## src/shared/adc_ctrl_pkg.sv

```systemverilog
/*
  Constants, register map and state types for the converter control block.
  Assumes a 50 MHz pclk; printed offsets are word indices, byte address is four times the index.
*/
package adc_ctrl_pkg;
  localparam int RES_W = 10;
  localparam int NCH   = 16;
  localparam int CH_W  = 4;
  localparam int CNT_W = 8;
  localparam int IRQ_W = 3;

  // Register word indices
  localparam logic [31:0] IDX_MODE_SEL = 32'hFFFFF319;
  localparam logic [31:0] IDX_PRIO     = 32'hFFFFF31A;
  localparam logic [31:0] IDX_RES0     = 32'hFFFFF340;
  localparam logic [31:0] IDX_PRES     = 32'hFFFFF350;
  localparam logic [31:0] IDX_CTRL     = 32'hFFFFF351;
  localparam logic [31:0] IDX_MON      = 32'hFFFFF352;
  localparam logic [31:0] IDX_CMPV     = 32'hFFFFF353;
  localparam logic [31:0] IDX_ISTAT    = 32'hFFFFF354;
  localparam logic [31:0] IDX_IMASK    = 32'hFFFFF355;

  // Field positions
  localparam int MS_IDLE_BIT    = 6;
  localparam int MS_WIDTH_BIT   = 4;
  localparam int PR_END_BIT     = 7;
  localparam int PR_BUSY_BIT    = 6;
  localparam int PR_START_BIT   = 4;
  localparam int CTRL_SCAN_BIT  = 0;
  localparam int CTRL_START_BIT = 1;
  localparam int CTRL_REP_BIT   = 2;
  localparam int CTRL_RUN_BIT   = 3;
  localparam int MON_EN_BIT     = 0;
  localparam int MON_SEL_LSB    = 1;
  localparam int MON_GT_BIT     = 7;
  localparam int RES_STORED_BIT = 31;
  localparam int RES_OVR_BIT    = 30;
  localparam int IRQ_NORM       = 0;
  localparam int IRQ_PRIO       = 1;
  localparam int IRQ_MON        = 2;

  // Reset values
  localparam logic [7:0] MODE_SEL_RST = 8'h00;
  localparam logic [7:0] PRIO_RST     = 8'h00;

  // Timing
  localparam int CLK_NS     = 20;
  localparam int SAMPLE_NS  = 400;
  localparam int SETTLE_NS  = 100;
  localparam int SAMPLE_CYC = (SAMPLE_NS + CLK_NS - 1) / CLK_NS;
  localparam int SETTLE_CYC = (SETTLE_NS + CLK_NS - 1) / CLK_NS;

  typedef enum logic [1:0] {ENG_IDLE, ENG_SAMPLE, ENG_BIT} eng_state_t;
endpackage

```

## src/shared/conv_if.sv

```systemverilog
/*
  Request and answer signals between the control logic and the conversion engine.
  Assumes both ends run on pclk.
*/
`timescale 1ns/1ps
interface conv_if import adc_ctrl_pkg::*; ();
  logic             start;
  logic             abort;
  logic             hold;
  logic [CH_W-1:0]  chan;
  logic             busy;
  logic             done;
  logic [RES_W-1:0] result;

  modport ctrl (output start, abort, hold, chan, input busy, done, result);
  modport eng  (input start, abort, hold, chan, output busy, done, result);
endinterface

```

## src/adc_channel_select_priority_ctrl.sv

```systemverilog
/*
  Converter control: channel selection, scan sequencing, priority conversion,
  result registers, monitor compare, interrupt status, APB slave.
  Assumes an APB master on pclk and an external comparator and sample switch.
*/
// The APB slave port was decided locally.
//
// Contract
// - Ten-bit results, sixteen selectable input channels.
// - Priority request interrupts normal conversion first.
// - Monitor compares chosen result against compare value.
// - Per-channel results; priority result kept separately.
// - Idle bit: 0 stops in idle, 1 runs.
// - Fixed mode converts the selected channel only.
// - Width 0 scans 4-group start to selected.
// - Width 1 scans 8-group start to selected.
// - Priority busy flag reads 1 while converting.
// - Priority start bit writes one, reads zero.
// - Priority channel field selects channels 0-15.
`timescale 1ns/1ps
module adc_channel_select_priority_ctrl
  import adc_ctrl_pkg::*;
#(
  parameter int ADDR_W = 12,
  parameter int SAMPLE = SAMPLE_CYC,
  parameter int SETTLE = SETTLE_CYC
) (
  // Clock and reset
  input  wire logic              pclk,
  input  wire logic              presetn,
  // APB slave
  input  wire logic [ADDR_W-1:0] paddr,
  input  wire logic              psel,
  input  wire logic              penable,
  input  wire logic              pwrite,
  input  wire logic [31:0]       pwdata,
  input  wire logic [3:0]        pstrb,
  output logic [31:0]            prdata,
  output logic                   pready,
  output logic                   pslverr,
  // System
  input  wire logic              cpu_idle,
  output logic                   irq,
  // Analog front end
  input  wire logic              comp_in,
  output logic [CH_W-1:0]        mux_channel,
  output logic [RES_W-1:0]       dac_code,
  output logic                   sample_en
);
  localparam int WA_W = ADDR_W - 2;

  conv_if cv ();

  // Registers
  logic [7:0]           mode_sel;
  logic [CH_W-1:0]      prio_ch;
  logic                 prio_end;
  logic                 scan_en;
  logic                 repeat_en;
  logic                 run;
  logic                 mon_en;
  logic [4:0]           mon_sel;
  logic                 mon_gt;
  logic [RES_W-1:0]     cmp_val;
  logic [IRQ_W-1:0]     istat;
  logic [IRQ_W-1:0]     imask;
  logic [RES_W-1:0]     res      [NCH];
  logic [NCH-1:0]       stored;
  logic [NCH-1:0]       overrun;
  logic [RES_W-1:0]     pres;
  logic                 pres_stored;
  logic                 pres_ovr;

  // Sequencer
  logic [CH_W-1:0]      cur_ch;
  logic                 norm_active;
  logic                 prio_active;
  logic                 prio_pend;
  logic                 freeze;
  logic                 comp_meta;
  logic                 comp_sync;

  // Bus decode
  logic [WA_W-1:0]      wa;
  logic                 acc_done;
  logic                 wr;
  logic                 rd;
  logic [WA_W-1:0]      res_rel;
  logic                 res_hit;
  logic [31:0]          next_prdata;
  logic                 next_err;

  // Events
  logic                 store_norm;
  logic                 store_prio;
  logic                 seq_end;
  logic                 mon_hit;
  logic [CH_W-1:0]      first_ch;
  logic                 at_last;
  logic [IRQ_W-1:0]     ev;
  logic [IRQ_W-1:0]     next_istat;

  function automatic logic is_reg(input logic [WA_W-1:0] a, input logic [31:0] idx);
    is_reg = (a == idx[WA_W-1:0]);
  endfunction

  function automatic logic [CH_W-1:0] scan_first(input logic [7:0] ms, input logic scan);
    if (!scan)
      scan_first = ms[CH_W-1:0];
    else if (ms[MS_WIDTH_BIT])
      scan_first = {ms[CH_W-1], 3'h0};
    else
      scan_first = {ms[CH_W-1:CH_W-2], 2'h0};
  endfunction

  ////////////////////////////////////////////////////////////////////////////
  // Comparator input crosses in from the analog side
  always_ff @(posedge pclk or negedge presetn) begin
    if (!presetn) begin
      comp_meta <= 1'b0;
      comp_sync <= 1'b0;
    end else begin
      comp_meta <= comp_in;
      comp_sync <= comp_meta;
    end
  end

  adc_conv_engine #(
    .SAMPLE (SAMPLE),
    .SETTLE (SETTLE)
  ) u_engine (
    .pclk        (pclk),
    .presetn     (presetn),
    .cv          (cv.eng),
    .comp_sync   (comp_sync),
    .mux_channel (mux_channel),
    .dac_code    (dac_code),
    .sample_en   (sample_en)
  );

  ////////////////////////////////////////////////////////////////////////////
  // APB decode; one wait state so that read data comes from a flop
  assign wa       = paddr[ADDR_W-1:2];
  assign acc_done = psel & penable & pready;
  assign wr       = acc_done & pwrite & ~pslverr & pstrb[0];
  assign rd       = acc_done & ~pwrite & ~pslverr;
  assign res_rel  = wa - IDX_RES0[WA_W-1:0];
  assign res_hit  = (res_rel < WA_W'(NCH));

  always_comb begin
    next_prdata = '0;
    next_err    = 1'b0;
    if (is_reg(wa, IDX_MODE_SEL)) begin
      next_prdata[7:0] = mode_sel;
    end else if (is_reg(wa, IDX_PRIO)) begin
      next_prdata[PR_END_BIT]    = prio_end;
      next_prdata[PR_BUSY_BIT]   = prio_pend | prio_active;
      next_prdata[CH_W-1:0]      = prio_ch;
    end else if (res_hit) begin
      next_prdata[RES_W-1:0]     = res[res_rel[CH_W-1:0]];
      next_prdata[RES_STORED_BIT] = stored[res_rel[CH_W-1:0]];
      next_prdata[RES_OVR_BIT]   = overrun[res_rel[CH_W-1:0]];
    end else if (is_reg(wa, IDX_PRES)) begin
      next_prdata[RES_W-1:0]     = pres;
      next_prdata[RES_STORED_BIT] = pres_stored;
      next_prdata[RES_OVR_BIT]   = pres_ovr;
    end else if (is_reg(wa, IDX_CTRL)) begin
      next_prdata[CTRL_SCAN_BIT] = scan_en;
      next_prdata[CTRL_REP_BIT]  = repeat_en;
      next_prdata[CTRL_RUN_BIT]  = run;
    end else if (is_reg(wa, IDX_MON)) begin
      next_prdata[MON_EN_BIT]    = mon_en;
      next_prdata[MON_SEL_LSB+:5] = mon_sel;
      next_prdata[MON_GT_BIT]    = mon_gt;
    end else if (is_reg(wa, IDX_CMPV)) begin
      next_prdata[RES_W-1:0]     = cmp_val;
    end else if (is_reg(wa, IDX_ISTAT)) begin
      next_prdata[IRQ_W-1:0]     = istat;
    end else if (is_reg(wa, IDX_IMASK)) begin
      next_prdata[IRQ_W-1:0]     = imask;
    end else begin
      next_err = 1'b1;
    end
  end

  always_ff @(posedge pclk or negedge presetn) begin
    if (!presetn) begin
      pready  <= 1'b0;
      pslverr <= 1'b0;
      prdata  <= '0;
    end else begin
      pready  <= psel & penable & ~pready;
      pslverr <= psel & penable & ~pready & next_err;
      prdata  <= (psel & penable & ~pready & ~pwrite) ? next_prdata : '0;
    end
  end

  ////////////////////////////////////////////////////////////////////////////
  // Software-written control
  always_ff @(posedge pclk or negedge presetn) begin
    if (!presetn) begin
      mode_sel  <= MODE_SEL_RST;
      prio_ch   <= PRIO_RST[CH_W-1:0];
      scan_en   <= 1'b0;
      repeat_en <= 1'b0;
      mon_en    <= 1'b0;
      mon_sel   <= '0;
      cmp_val   <= '0;
      imask     <= '0;
    end else if (wr) begin
      if (is_reg(wa, IDX_MODE_SEL))
        mode_sel <= pwdata[7:0] & 8'h5F;
      if (is_reg(wa, IDX_PRIO))
        prio_ch <= pwdata[CH_W-1:0];
      if (is_reg(wa, IDX_CTRL)) begin
        scan_en   <= pwdata[CTRL_SCAN_BIT];
        repeat_en <= pwdata[CTRL_REP_BIT];
      end
      if (is_reg(wa, IDX_MON)) begin
        mon_en  <= pwdata[MON_EN_BIT];
        mon_sel <= pwdata[MON_SEL_LSB+:5];
      end
      if (is_reg(wa, IDX_CMPV) && pstrb[1])
        cmp_val <= pwdata[RES_W-1:0];
      if (is_reg(wa, IDX_IMASK))
        imask <= pwdata[IRQ_W-1:0];
    end
  end

  ////////////////////////////////////////////////////////////////////////////
  // Sequencer: priority work always goes ahead of the scan
  assign first_ch   = scan_first(mode_sel, scan_en);
  assign at_last    = (cur_ch >= mode_sel[CH_W-1:0]);
  assign store_norm = cv.done & norm_active;
  assign store_prio = cv.done & prio_active;
  assign seq_end    = store_norm & at_last;
  assign freeze     = cpu_idle & ~mode_sel[MS_IDLE_BIT];

  always_ff @(posedge pclk or negedge presetn) begin
    if (!presetn) begin
      run         <= 1'b0;
      cur_ch      <= '0;
      norm_active <= 1'b0;
      prio_active <= 1'b0;
      prio_pend   <= 1'b0;
      cv.start    <= 1'b0;
      cv.abort    <= 1'b0;
      cv.chan     <= '0;
      cv.hold     <= 1'b0;
    end else begin
      cv.start <= 1'b0;
      cv.abort <= 1'b0;
      // Converter freezes in processor idle unless told to keep going
      cv.hold  <= freeze;
      if (wr && is_reg(wa, IDX_PRIO) && pwdata[PR_START_BIT])
        prio_pend <= 1'b1;
      if (wr && is_reg(wa, IDX_CTRL) && pwdata[CTRL_START_BIT]) begin
        run    <= 1'b1;
        // Scan enable written with the start takes effect at once
        cur_ch <= scan_first(mode_sel, pwdata[CTRL_SCAN_BIT]);
      end
      if (store_prio)
        prio_active <= 1'b0;
      if (store_norm) begin
        norm_active <= 1'b0;
        if (at_last) begin
          cur_ch <= first_ch;
          if (!repeat_en)
            run <= 1'b0;
        end else begin
          cur_ch <= cur_ch + 1'b1;
        end
      end else if (prio_pend && norm_active) begin
        // Aborted channel is simply redone afterwards
        cv.abort    <= 1'b1;
        norm_active <= 1'b0;
      end else if (prio_pend && !prio_active && !norm_active && !cv.busy && !freeze) begin
        cv.start    <= 1'b1;
        cv.chan     <= prio_ch;
        prio_active <= 1'b1;
        prio_pend   <= 1'b0;
      end else if (run && !prio_pend && !prio_active && !norm_active && !cv.busy && !freeze) begin
        cv.start    <= 1'b1;
        cv.chan     <= scan_en ? cur_ch : mode_sel[CH_W-1:0];
        norm_active <= 1'b1;
      end
    end
  end

  ////////////////////////////////////////////////////////////////////////////
  // Result storage; a store in the same cycle as a read keeps its flag
  always_ff @(posedge pclk or negedge presetn) begin
    if (!presetn) begin
      for (int i = 0; i < NCH; i++)
        res[i] <= '0;
      stored      <= '0;
      overrun     <= '0;
      pres        <= '0;
      pres_stored <= 1'b0;
      pres_ovr    <= 1'b0;
    end else begin
      if (rd && res_hit) begin
        stored[res_rel[CH_W-1:0]]  <= 1'b0;
        overrun[res_rel[CH_W-1:0]] <= 1'b0;
      end
      if (rd && is_reg(wa, IDX_PRES)) begin
        pres_stored <= 1'b0;
        pres_ovr    <= 1'b0;
      end
      if (store_norm) begin
        res[cv.chan]     <= cv.result;
        stored[cv.chan]  <= 1'b1;
        overrun[cv.chan] <= stored[cv.chan];
      end
      if (store_prio) begin
        pres        <= cv.result;
        pres_stored <= 1'b1;
        pres_ovr    <= pres_stored;
      end
    end
  end

  ////////////////////////////////////////////////////////////////////////////
  // Priority end flag, cleared by the next priority start
  always_ff @(posedge pclk or negedge presetn) begin
    if (!presetn)
      prio_end <= 1'b0;
    else if (store_prio)
      prio_end <= 1'b1;
    else if (wr && is_reg(wa, IDX_PRIO) && pwdata[PR_START_BIT])
      prio_end <= 1'b0;
  end

  ////////////////////////////////////////////////////////////////////////////
  // Monitor: checks the chosen register each time it is rewritten
  assign mon_hit = mon_en & (mon_sel[4] ? store_prio : (store_norm & (cv.chan == mon_sel[CH_W-1:0])));

  always_ff @(posedge pclk or negedge presetn) begin
    if (!presetn)
      mon_gt <= 1'b0;
    else if (mon_hit)
      mon_gt <= (cv.result > cmp_val);
  end

  ////////////////////////////////////////////////////////////////////////////
  // Interrupts: sticky status, write one to clear, set wins
  assign ev[IRQ_NORM] = seq_end;
  assign ev[IRQ_PRIO] = store_prio;
  assign ev[IRQ_MON]  = mon_hit & (cv.result > cmp_val);
  assign next_istat   = (istat & ~((wr && is_reg(wa, IDX_ISTAT)) ? pwdata[IRQ_W-1:0] : '0)) | ev;

  always_ff @(posedge pclk or negedge presetn) begin
    if (!presetn) begin
      istat <= '0;
      irq   <= 1'b0;
    end else begin
      istat <= next_istat;
      irq   <= |(next_istat & imask);
    end
  end
endmodule

```

## src/adc_conv_engine.sv

```systemverilog
/*
  Successive approximation engine: samples one channel, then resolves one bit per step.
  Assumes comp_sync is already synchronised and high when the input is above dac_code.
*/
`timescale 1ns/1ps
module adc_conv_engine
  import adc_ctrl_pkg::*;
#(
  parameter int SAMPLE = SAMPLE_CYC,
  parameter int SETTLE = SETTLE_CYC
) (
  // Clock and reset
  input  wire logic             pclk,
  input  wire logic             presetn,
  // Control side
  conv_if.eng                   cv,
  // Analog front end
  input  wire logic             comp_sync,
  output logic [CH_W-1:0]       mux_channel,
  output logic [RES_W-1:0]      dac_code,
  output logic                  sample_en
);
  eng_state_t        state;
  logic [CNT_W-1:0]  cnt;
  logic [3:0]        bitpos;
  logic [RES_W-1:0]  acc;
  logic [RES_W-1:0]  kept;

  function automatic logic [RES_W-1:0] trial_bit(input logic [3:0] pos);
    trial_bit = RES_W'(1) << pos;
  endfunction

  // Trial bit stays only if the input lies above it
  assign kept = comp_sync ? dac_code : acc;

  ////////////////////////////////////////////////////////////////////////////
  always_ff @(posedge pclk or negedge presetn) begin
    if (!presetn) begin
      state       <= ENG_IDLE;
      cnt         <= '0;
      bitpos      <= '0;
      acc         <= '0;
      dac_code    <= '0;
      mux_channel <= '0;
      sample_en   <= 1'b0;
      cv.busy     <= 1'b0;
      cv.done     <= 1'b0;
      cv.result   <= '0;
    end else begin
      cv.done <= 1'b0;
      if (cv.abort) begin
        state     <= ENG_IDLE;
        sample_en <= 1'b0;
        cv.busy   <= 1'b0;
      end else if (!cv.hold) begin
        unique case (state)
          ENG_IDLE: begin
            if (cv.start) begin
              mux_channel <= cv.chan;
              sample_en   <= 1'b1;
              cnt         <= CNT_W'(SAMPLE - 1);
              cv.busy     <= 1'b1;
              state       <= ENG_SAMPLE;
            end
          end
          ENG_SAMPLE: begin
            if (cnt == '0) begin
              sample_en <= 1'b0;
              bitpos    <= 4'(RES_W - 1);
              acc       <= '0;
              dac_code  <= trial_bit(4'(RES_W - 1));
              cnt       <= CNT_W'(SETTLE - 1);
              state     <= ENG_BIT;
            end else begin
              cnt <= cnt - 1'b1;
            end
          end
          ENG_BIT: begin
            if (cnt != '0) begin
              cnt <= cnt - 1'b1;
            end else if (bitpos == '0) begin
              cv.result <= kept;
              cv.done   <= 1'b1;
              cv.busy   <= 1'b0;
              state     <= ENG_IDLE;
            end else begin
              acc      <= kept;
              dac_code <= kept | trial_bit(bitpos - 1'b1);
              bitpos   <= bitpos - 1'b1;
              cnt      <= CNT_W'(SETTLE - 1);
            end
          end
        endcase
      end
    end
  end
endmodule
```

## config.mk

```make
export PLATFORM = sky130hd
export DESIGN_NAME = adc_channel_select_priority_ctrl
export DESIGN_NICKNAME = d
export VERILOG_FILES = /design/src/shared/adc_ctrl_pkg.sv /design/src/shared/conv_if.sv /design/src/adc_channel_select_priority_ctrl.sv /design/src/adc_conv_engine.sv
export SDC_FILE = /design/constraint.sdc
export NUM_CORES = 1
export LEC_CHECK = 0
export BUFFER_PORTS_ARGS = -buffer_cell sky130_fd_sc_hd__buf_2
export CAP_MARGIN = 20
export CELL_PAD_IN_SITES_DETAIL_PLACEMENT = 0
export CELL_PAD_IN_SITES_GLOBAL_PLACEMENT = 2
export CORE_MARGIN = 2
export CORE_UTILIZATION = 42
export CTS_BUF_LIST = sky130_fd_sc_hd__clkbuf_8 sky130_fd_sc_hd__clkbuf_16
export DETAILED_ROUTE_END_ITERATION = 7
export MAX_ROUTING_LAYER = met4
export PLACE_DENSITY_LB_ADDON = 0.1
export REMOVE_ABC_BUFFERS = 1
export SYNTH_ARGS = -nofsm -noshare
export SYNTH_HDL_FRONTEND = slang
export SYNTH_HIERARCHICAL = 1
export SYNTH_SLANG_ARGS = --single-unit
```

## constraint.sdc

```tcl
create_clock -name pclk -period 2.5 [get_ports pclk]
set_input_delay 0.125 -clock pclk [delete_from_list [all_inputs] [get_ports pclk]]
set_output_delay 0.125 -clock pclk [all_outputs]
set_load 0.005 [all_outputs]
```

==> insert_results.sql, run 1 <==
INSERT INTO impl_metrics (metric_group, metric, value, unit) VALUES
('status', 'status', 'complete, no violations', ''),
('worst_setup_path', 'critical_path.startpoint_type', 'register', ''),
('worst_setup_path', 'cp_cell_sequence', 'inv_1 -> ha_1 -> or4b_1 -> buf_4 -> nor2_1 -> o311ai_0 -> a32o_1', ''),
('worst_setup_path', 'path_buf_inv', '2', ''),
('route', 'antenna_violating_nets_post_route', '0', ''),
('yosys', 'ys_warn_count', '6', ''),
('timing', 'report.final.hold_viol_count', '0', ''),
('die', 'floorplan.core_area', '38500', 'sq um'),
('power_and_ir_drop', 'ir_drop', '518', 'uV'),
('clock_tree', 'post_cts_buffers', '0', ''),
('yosys', 'synthesis.area', '16300', 'sq um'),
('worst_setup_path', 'critPathKind', 'register to register', ''),
('global_routing', 'initial_antenna_violation_count', '0', ''),
('yosys', 'synth_top_family_by_area', 'multiplexers', ''),
('layout', 'antenna_cells_inserted', '0', ''),
('power_and_ir_drop', 'power.share.sequential', '42.2', '%'),
('worst_setup_path', 'critPathSlowestCell', 'or4b_1', ''),
('route', 'detail_route.iter0.violations', '711', ''),
('timing', 'worst_slew_pin_slew', '0.655', 'ns'),
('clock_tree', 'cts.clk_slew.worst_paths', '0.06', 'ns'),
('timing', 'clock-skew-final', '0.0166', 'ns'),
('layout', 'filler_cell_count', '3491', ''),
('global_routing', 'groute.usage.overall', '24.3', '%'),
('layout', 'finalNonFillerCells', '1994', ''),
('timing', 'slew_hr', '56.0', '%'),
('worst_setup_path', 'endpoint_class_of_the_critical_path', 'register', ''),
('place', 'dpl_worst_slack', '0.205', 'ns'),
('layout', 'multi_input_area', '7530', 'sq um'),
('timing', 'count_of_pins_over_their_slew_limit', '0', ''),
('min_path', 'min_path_type', 'primary input to register', ''),
('power_and_ir_drop', 'switching_share', '28.6', '%'),
('clock_tree', 'clock_sink_count', '323', ''),
('timing', 'finalCriticalPeriod', '2.31', 'ns'),
('yosys', 'postSynthCellCount', '1329', ''),
('worst_setup_path', 'worst-path-max-fanout', '6', ''),
('global_routing', 'first_pass_grt_wire_length', '72.5', 'mm'),
('route', 'detail_route.first_pass.iterations', '5', ''),
('yosys', 'synth.lib_cells_used.distinct', '84', ''),
('worst_setup_path', 'cp.depth', '7', ''),
('timing', 'timing.hold.ws', '0.0784', 'ns'),
('power_and_ir_drop', 'p_switching', '3.82', 'mW'),
('die', 'dieWidth', '201', 'um'),
('power_and_ir_drop', 'power.leakage', '9.02', 'nW'),
('min_path', 'hold_depth', '5', ''),
('die', 'dieArea', '40400', 'sq um'),
('global_routing', 'vias_in_the_first_global_route', '11500', ''),
('yosys', 'syn_avg_cell_area', '12.3', 'sq um'),
('power_and_ir_drop', 'power_per_cell_area', '701', 'nW/um^2'),
('clock_tree', 'cts_inserted_buffers', '40', ''),
('yosys', 'synth_top_flop_cell', 'dfrtp_1', ''),
('die', 'effective_utilization_at_floorplan', '42.3', '%'),
('worst_setup_path', 'worst_ep_required_time', '2.94', 'ns'),
('route', 'vias_per_cell', '5.69', ''),
('die', 'die-height', '201', 'um'),
('clock_tree', 'clock_tree.root_cell', 'clkbuf_16', ''),
('timing', 'unrepaired_setup_endpoints_after_global_routing', 'no', ''),
('yosys', 'synth_async_sr_flop_share', '100', '%'),
('clock_tree', 'cts.path.max_buffers', '3', ''),
('yosys', 'synth_edf_count', '0', ''),
('die', 'ioPinCount', '105', ''),
('layout', 'final-seq-area', '8080', 'sq um'),
('layout', 'synthToLayoutAreaGrowth', '16.8', '%'),
('yosys', 'synth_simple_gate_area_share', '9.13', '%'),
('layout', 'final_nets', '1530', ''),
('timing', 'postLayoutSetupSlackWorst', '0.189', 'ns'),
('power_and_ir_drop', 'power.share.combinational', '16.2', '%'),
('route', 'detailroute.via_count', '11400', ''),
('timing', 'sum_of_negative_setup_slack', '0', 'ns'),
('yosys', 'yosys.area_share.xor_xnor', '0.215', '%'),
('worst_setup_path', 'worst_path_dominant_cell_family', 'simple AND/OR/NAND/NOR gates', ''),
('job', 'drv_cap', '0', '');
[cells by family after synthesis]
kind of cell	count (synthesis)
buf+inv	158
fa+ha+maj	25
compound gates	246
xor+xnor	4
mux	284
other cells	1
simple gates	288
flops	323
[power by group through the flow]
stage	clock [mW]	sequential [mW]	combinational [mW]
floorplan	0	5.74	1.13
global placement	0	5.72	2.13
detailed placement	0	5.72	2.14
CTS	5.69	5.63	2.17
global route	5.92	5.66	2.39
finish	5.55	5.63	2.16
[registers in the layout, indices dropped and copies added, names as in the netlist, 5 cells and up]
register / cells
overrun: 16
prdata: 12
u_engine/cnt: 8
res: 160
u_engine/cv.result: 10
pres: 10
stored: 16
mon_sel: 5
u_engine/acc: 10
mode_sel: 6
cmp_val: 10
u_engine/dac_code: 10
[cell usage in the layout (no fill, tap or decap), types with 7 or more instances in the layout]
| cell type | instances |
|---|---|
| a21o_1 | 7 |
| a21oi_1 | 18 |
| a22o_1 | 7 |
| and3_1 | 7 |
| buf_12 | 13 |
| buf_2 | 56 |
| buf_4 | 80 |
| clkbuf_16 | 42 |
| conb_1 | 20 |
| dfrtp_1 | 323 |
| dlygate4sd3_1 | 15 |
| ha_1 | 25 |
| inv_1 | 66 |
| mux2_2 | 198 |
| mux2i_1 | 25 |
| mux4_1 | 18 |
| mux4_2 | 42 |
| nand2_1 | 101 |
| nand2b_1 | 16 |
| nand3_1 | 29 |
| nand4_1 | 11 |
| nand4b_1 | 8 |
| nor2_1 | 52 |
| nor3_1 | 11 |
| o211ai_1 | 14 |
| o21ai_0 | 91 |
| o22ai_1 | 10 |
| o41ai_1 | 13 |
| or3_1 | 8 |
[through the flow]
step / utilization, % / instance area, sq um
2_1_floorplan: - / 15800
3_3_place_gp: 45.8 / 17600
3_5_place_dp: 45.8 / 17600
4_1_cts: 49.4 / 19000
5_1_grt: 49.5 / 19000
6_report: 49.5 / 19000
[layout make-up]
| type | count | area share, % |
|---|---|---|
| flip-flops and latches | 323 | 42.5 |
| multi-input cells | 867 | 39.6 |
| repair buffers | 165 | 6.87 |
| clock buffers | 48 | 5.96 |
| well taps | 518 | 3.41 |
| inverters | 53 | 1.05 |
| clock inverters | 20 | 0.651 |
[worst min-delay path: stages]
cell and delay [ns]:
buf_2 0.14, nor2_1 0.11, nand3_1 0.10, nand2_1 0.06
nand2_1 0.05
[Yosys cell counts (14+ instances only)]
cell type,instances,area [sq um]
a21oi_1,18,90.1
buf_2,24,120
buf_4,22,165
clkbuf_1,51,191
dfrtp_1,323,8080
ha_1,25,313
inv_1,52,195
mux2_2,198,2230
mux2i_1,25,250
mux4_1,18,473
mux4_2,42,946
nand2_1,101,379
nand2b_1,16,100
nand3_1,29,145
nor2_1,52,195
nor3_1,14,70.1
o211ai_1,14,105
o21ai_0,91,455
[per-layer routing]
layer | share of wire, % | global-route usage, % | up-vias
met3 | 4.4 | 3.99 | 56
met1 | 48 | 34.8 | 5873
met2 | 46 | 36.6 | 273
li1 | - | - | 5151
met4 | 1.7 | 5.24 | 0
met5 | 0 | - | -
[worst paths after layout]
kind / from / to / slack, ns
min in group asynchronous: presetn / istat[2] / 0.13
max in group asynchronous: presetn / mon_sel[0] / 1.48
hold / removal: pwrite / pres_stored / 0.08
hold reg to reg: comp_meta / comp_sync / 0.35
setup reg to reg: u_engine/cnt[0] / u_engine/cnt[5] / 0.19
setup / recovery: u_engine/cnt[0] / u_engine/cnt[5] / 0.19
[timing repair]
action                                  CTS  global route
resized for setup                         0             1
endpoints found under the setup margin    0             1
hold endpoints to repair                141             0
hold buffers                             15             0
(Power assumes the default switching activity.)
==> run 2: changes to the inputs <==
--- a/config.mk
+++ b/config.mk
@@ -7,7 +7,7 @@
 export LEC_CHECK = 0
 export BUFFER_PORTS_ARGS = -buffer_cell sky130_fd_sc_hd__buf_2
 export CAP_MARGIN = 20
-export CELL_PAD_IN_SITES_DETAIL_PLACEMENT = 0
+export CELL_PAD_IN_SITES_DETAIL_PLACEMENT = 1
 export CELL_PAD_IN_SITES_GLOBAL_PLACEMENT = 2
 export CORE_MARGIN = 2
 export CORE_UTILIZATION = 42
==> insert_results.sql, run 2 (synthesized netlist as in run 1, its figures left out) <==
INSERT INTO impl_metrics (metric_group, metric, value, unit) VALUES
('clock_tree', 'clock_tree.root_cell', 'clkbuf_16', ''),
('timing', 'worst_slew_pin_slew', '0.622', 'ns'),
('global_routing', 'groute.usage.overall', '25.6', '%'),
('worst_setup_path', 'critPathKind', 'register to register', ''),
('clock_tree', 'clock_sink_count', '323', ''),
('worst_setup_path', 'worst_path_dominant_cell_family', 'simple AND/OR/NAND/NOR gates', ''),
('worst_setup_path', 'path_buf_inv', '2', ''),
('worst_setup_path', 'reg2reg_slack', '0.17', 'ns'),
('timing', 'timing.hold.ws', '0.0734', 'ns'),
('route', 'detail_route.first_pass.iterations', '5', ''),
('layout', 'commonest_non_fill_non_tap_cell_in_the_layout', 'dfrtp_1', ''),
('clock_tree', 'cts.clk_slew.worst_paths', '0.06', 'ns'),
('route', 'detailroute.via_count', '11500', ''),
('worst_setup_path', 'worst-path-max-fanout', '6', ''),
('route', 'antenna_violating_nets_post_route', '0', ''),
('worst_setup_path', 'critical_path.startpoint_type', 'register', ''),
('min_path', 'min_to', 'istat[2]', ''),
('layout', 'layout.cell_area.non_filler', '18900', 'sq um'),
('route', 'vias_per_cell', '5.76', ''),
('route', 'postRouteWirelength', '49.0', 'mm'),
('worst_setup_path', 'delay_contributed_by_the_slowest_stage_of_the_critical_path', '0.52', 'ns'),
('status', 'status', 'complete, no violations', ''),
('timing', 'report.final.hold_viol_count', '0', ''),
('layout', 'filler_cell_count', '4031', ''),
('layout', 'top_regs', 'res: 160 flops, overrun: 16 flops, stored: 16 flops', ''),
('clock_tree', 'cts_hold_buf', '15', ''),
('worst_setup_path', 'endpoint_class_of_the_critical_path', 'register', ''),
('layout', 'largest_register_ffs', '160', ''),
('layout', 'final_nets', '1529', ''),
('min_path', 'hold_depth', '6', ''),
('timing', 'count_of_pins_over_their_slew_limit', '0', ''),
('layout', 'final_util', '49.2', '%'),
('route', 'detail_route.iter0.violations', '567', ''),
('timing', 'unrepaired_setup_endpoints_after_global_routing', 'no', ''),
('layout', 'mostFrequentLayoutCells', 'dfrtp_1, mux2_2, nand2_1, o21ai_0, buf_4', ''),
('power_and_ir_drop', 'power.leakage', '8.98', 'nW'),
('layout', 'share_of_post_route_cells_with_drive_strength_above_1', '31.3', '%'),
('power_and_ir_drop', 'switching_share', '29.1', '%'),
('clock_tree', 'cts_inserted_buffers', '39', ''),
('timing', 'report.final.setup_viol', '0', ''),
('timing', 'clock.fmax', '0.429', 'GHz'),
('die', 'die-height', '201', 'um'),
('layout', 'registers.top_by_ff_count', 'res', ''),
('global_routing', 'initial_antenna_violation_count', '1', ''),
('min_path', 'min_path_type', 'primary input to register', ''),
('die', 'ioPinCount', '105', ''),
('worst_setup_path', 'worst_r2r_endpoint', 'u_engine/cnt[5]', ''),
('global_routing', 'grt_overflow_total', '0', ''),
('job', 'drv_cap', '0', ''),
('clock_tree', 'clock_latency', '0.56', 'ns'),
('power_and_ir_drop', 'ir_drop', '456', 'uV'),
('die', 'effective_utilization_at_floorplan', '42.3', '%'),
('worst_setup_path', 'worst_reg2reg_path_startpoint', 'u_engine/cnt[0]', ''),
('timing', 'clock-skew-final', '0.0195', 'ns'),
('power_and_ir_drop', 'power.share.clock', '40.2', '%'),
('die', 'floorplan.rows', '72', ''),
('route', 'route.detailed.wl_per_inst', '24.6', 'um'),
('global_routing', 'first_pass_grt_wire_length', '76.7', 'mm'),
('worst_setup_path', 'worst_ep_required_time', '2.94', 'ns'),
('power_and_ir_drop', 'fin_total_pwr', '13.1', 'mW'),
('clock_tree', 'post_cts.resized_instances', '0', ''),
('route', 'drcViolationCount', '0', ''),
('global_routing', 'maximum_number_of_pins_on_one_net_before_global_route_repair', '68', ''),
('die', 'dieWidth', '201', 'um'),
('worst_setup_path', 'critPathSlowestCell', 'or4b_1', ''),
('clock_tree', 'htreeDepth', '2', ''),
('global_routing', 'vias_in_the_first_global_route', '12300', ''),
('worst_setup_path', 'cp_cell_sequence', 'inv_1 -> ha_1 -> or4b_1 -> buf_4 -> nor2_1 -> o311ai_0 -> a32o_1', ''),
('power_and_ir_drop', 'cellInternalPower', '9.27', 'mW'),
('power_and_ir_drop', 'power.share.sequential', '43.1', '%'),
('power_and_ir_drop', 'p_switching', '3.81', 'mW'),
('die', 'floorplan.core_area', '38500', 'sq um'),
('power_and_ir_drop', 'power_per_cell_area', '690', 'nW/um^2'),
('power_and_ir_drop', 'power.share.combinational', '16.7', '%'),
('timing', 'slew_hr', '58.0', '%'),
('layout', 'synthToLayoutAreaGrowth', '16.3', '%'),
('place', 'port_buffers', '58', ''),
('worst_setup_path', 'ff2ff_path_depth', '7', ''),
('place', 'dpl-instance-area', '17600', 'sq um'),
('worst_setup_path', 'cp.arrival', '2.77', 'ns'),
('min_path', 'timing.hold.worst.start', 'pstrb[0]', ''),
('clock_tree', 'tritoncts', 'yes', ''),
('place', 'dp_hpwl', '33.9', 'mm'),
('timing', 'finalCritPeriodShare', '93.2', '%'),
('clock_tree', 'cts.path.max_buffers', '3', ''),
('timing', 'finalCriticalPeriod', '2.33', 'ns'),
('clock_tree', 'post_cts_buffers', '0', ''),
('die', 'dieArea', '40400', 'sq um'),
('place', 'gpl.final_weighted_congestion', '0.839', ''),
('timing', 'sum_of_negative_setup_slack', '0', 'ns');
run 2: worst max path at each step:
stage | start | endpoint | depth (start not counted)
4_1_cts | u_engine/cnt[0] | u_engine/cnt[5] | 7
3_3_place_gp | paddr[2] | prdata[4] | 6
3_5_place_dp | u_engine/cnt[0] | u_engine/cnt[5] | 7
5_1_grt | cur_ch[0] | cur_ch[2] | 7
2_1_floorplan | u_engine/bitpos[0] | u_engine/dac_code[0] | 6
6_report | u_engine/cnt[0] | u_engine/cnt[5] | 7
run 2: worst reg2reg max path, delay by kind of cell, from the launching register on:
family | cells | cell delay (ns)
flops | 1 | 0.40
compound gates | 2 | 0.48
buf+inv | 2 | 0.28
fa+ha+maj | 1 | 0.23
simple gates | 2 | 0.83
run 2: layout make-up:
type / instances / area (sq um) / area share [%]
Timing Repair Buffer: 165 / 1310 / 6.90
Clock inverter: 22 / 111 / 0.588
Clock buffer: 45 / 1070 / 5.65
Multi-Input combinational cell: 867 / 7520 / 39.7
Sequential cell: 323 / 8080 / 42.7
Antenna cell: 1 / 2.50 / 0.0132
Tap cell: 518 / 648 / 3.42
Inverter: 53 / 199 / 1.05
run 2: power groups by stage:
stage	Combinational, mW	Sequential, mW	Clock, mW
after global routing	2.41	5.66	5.62
final	2.18	5.64	5.25
after global placement	2.13	5.72	0
after CTS	2.20	5.63	5.39
after detailed placement	2.17	5.72	0
after floorplan	1.13	5.74	0
run 2: metal layers:
metal / global-route usage, % / wire length, um / up-vias
met3: 3.62 / 1880 / 67
met2: 40.3 / 23200 / 206
met4: 6.19 / 857 / 0
met5: - / 0 / -
met1: 35.2 / 23000 / 6103
li1: - / - / 5118
run 2: stage by stage:
step	worst slack, ns	std cells
after global placement	0.232	1911
final	0.171	1994
after detailed placement	0.208	1911
after CTS	0.198	1993
after global routing	0.0265	1994
after floorplan	0.122	1243
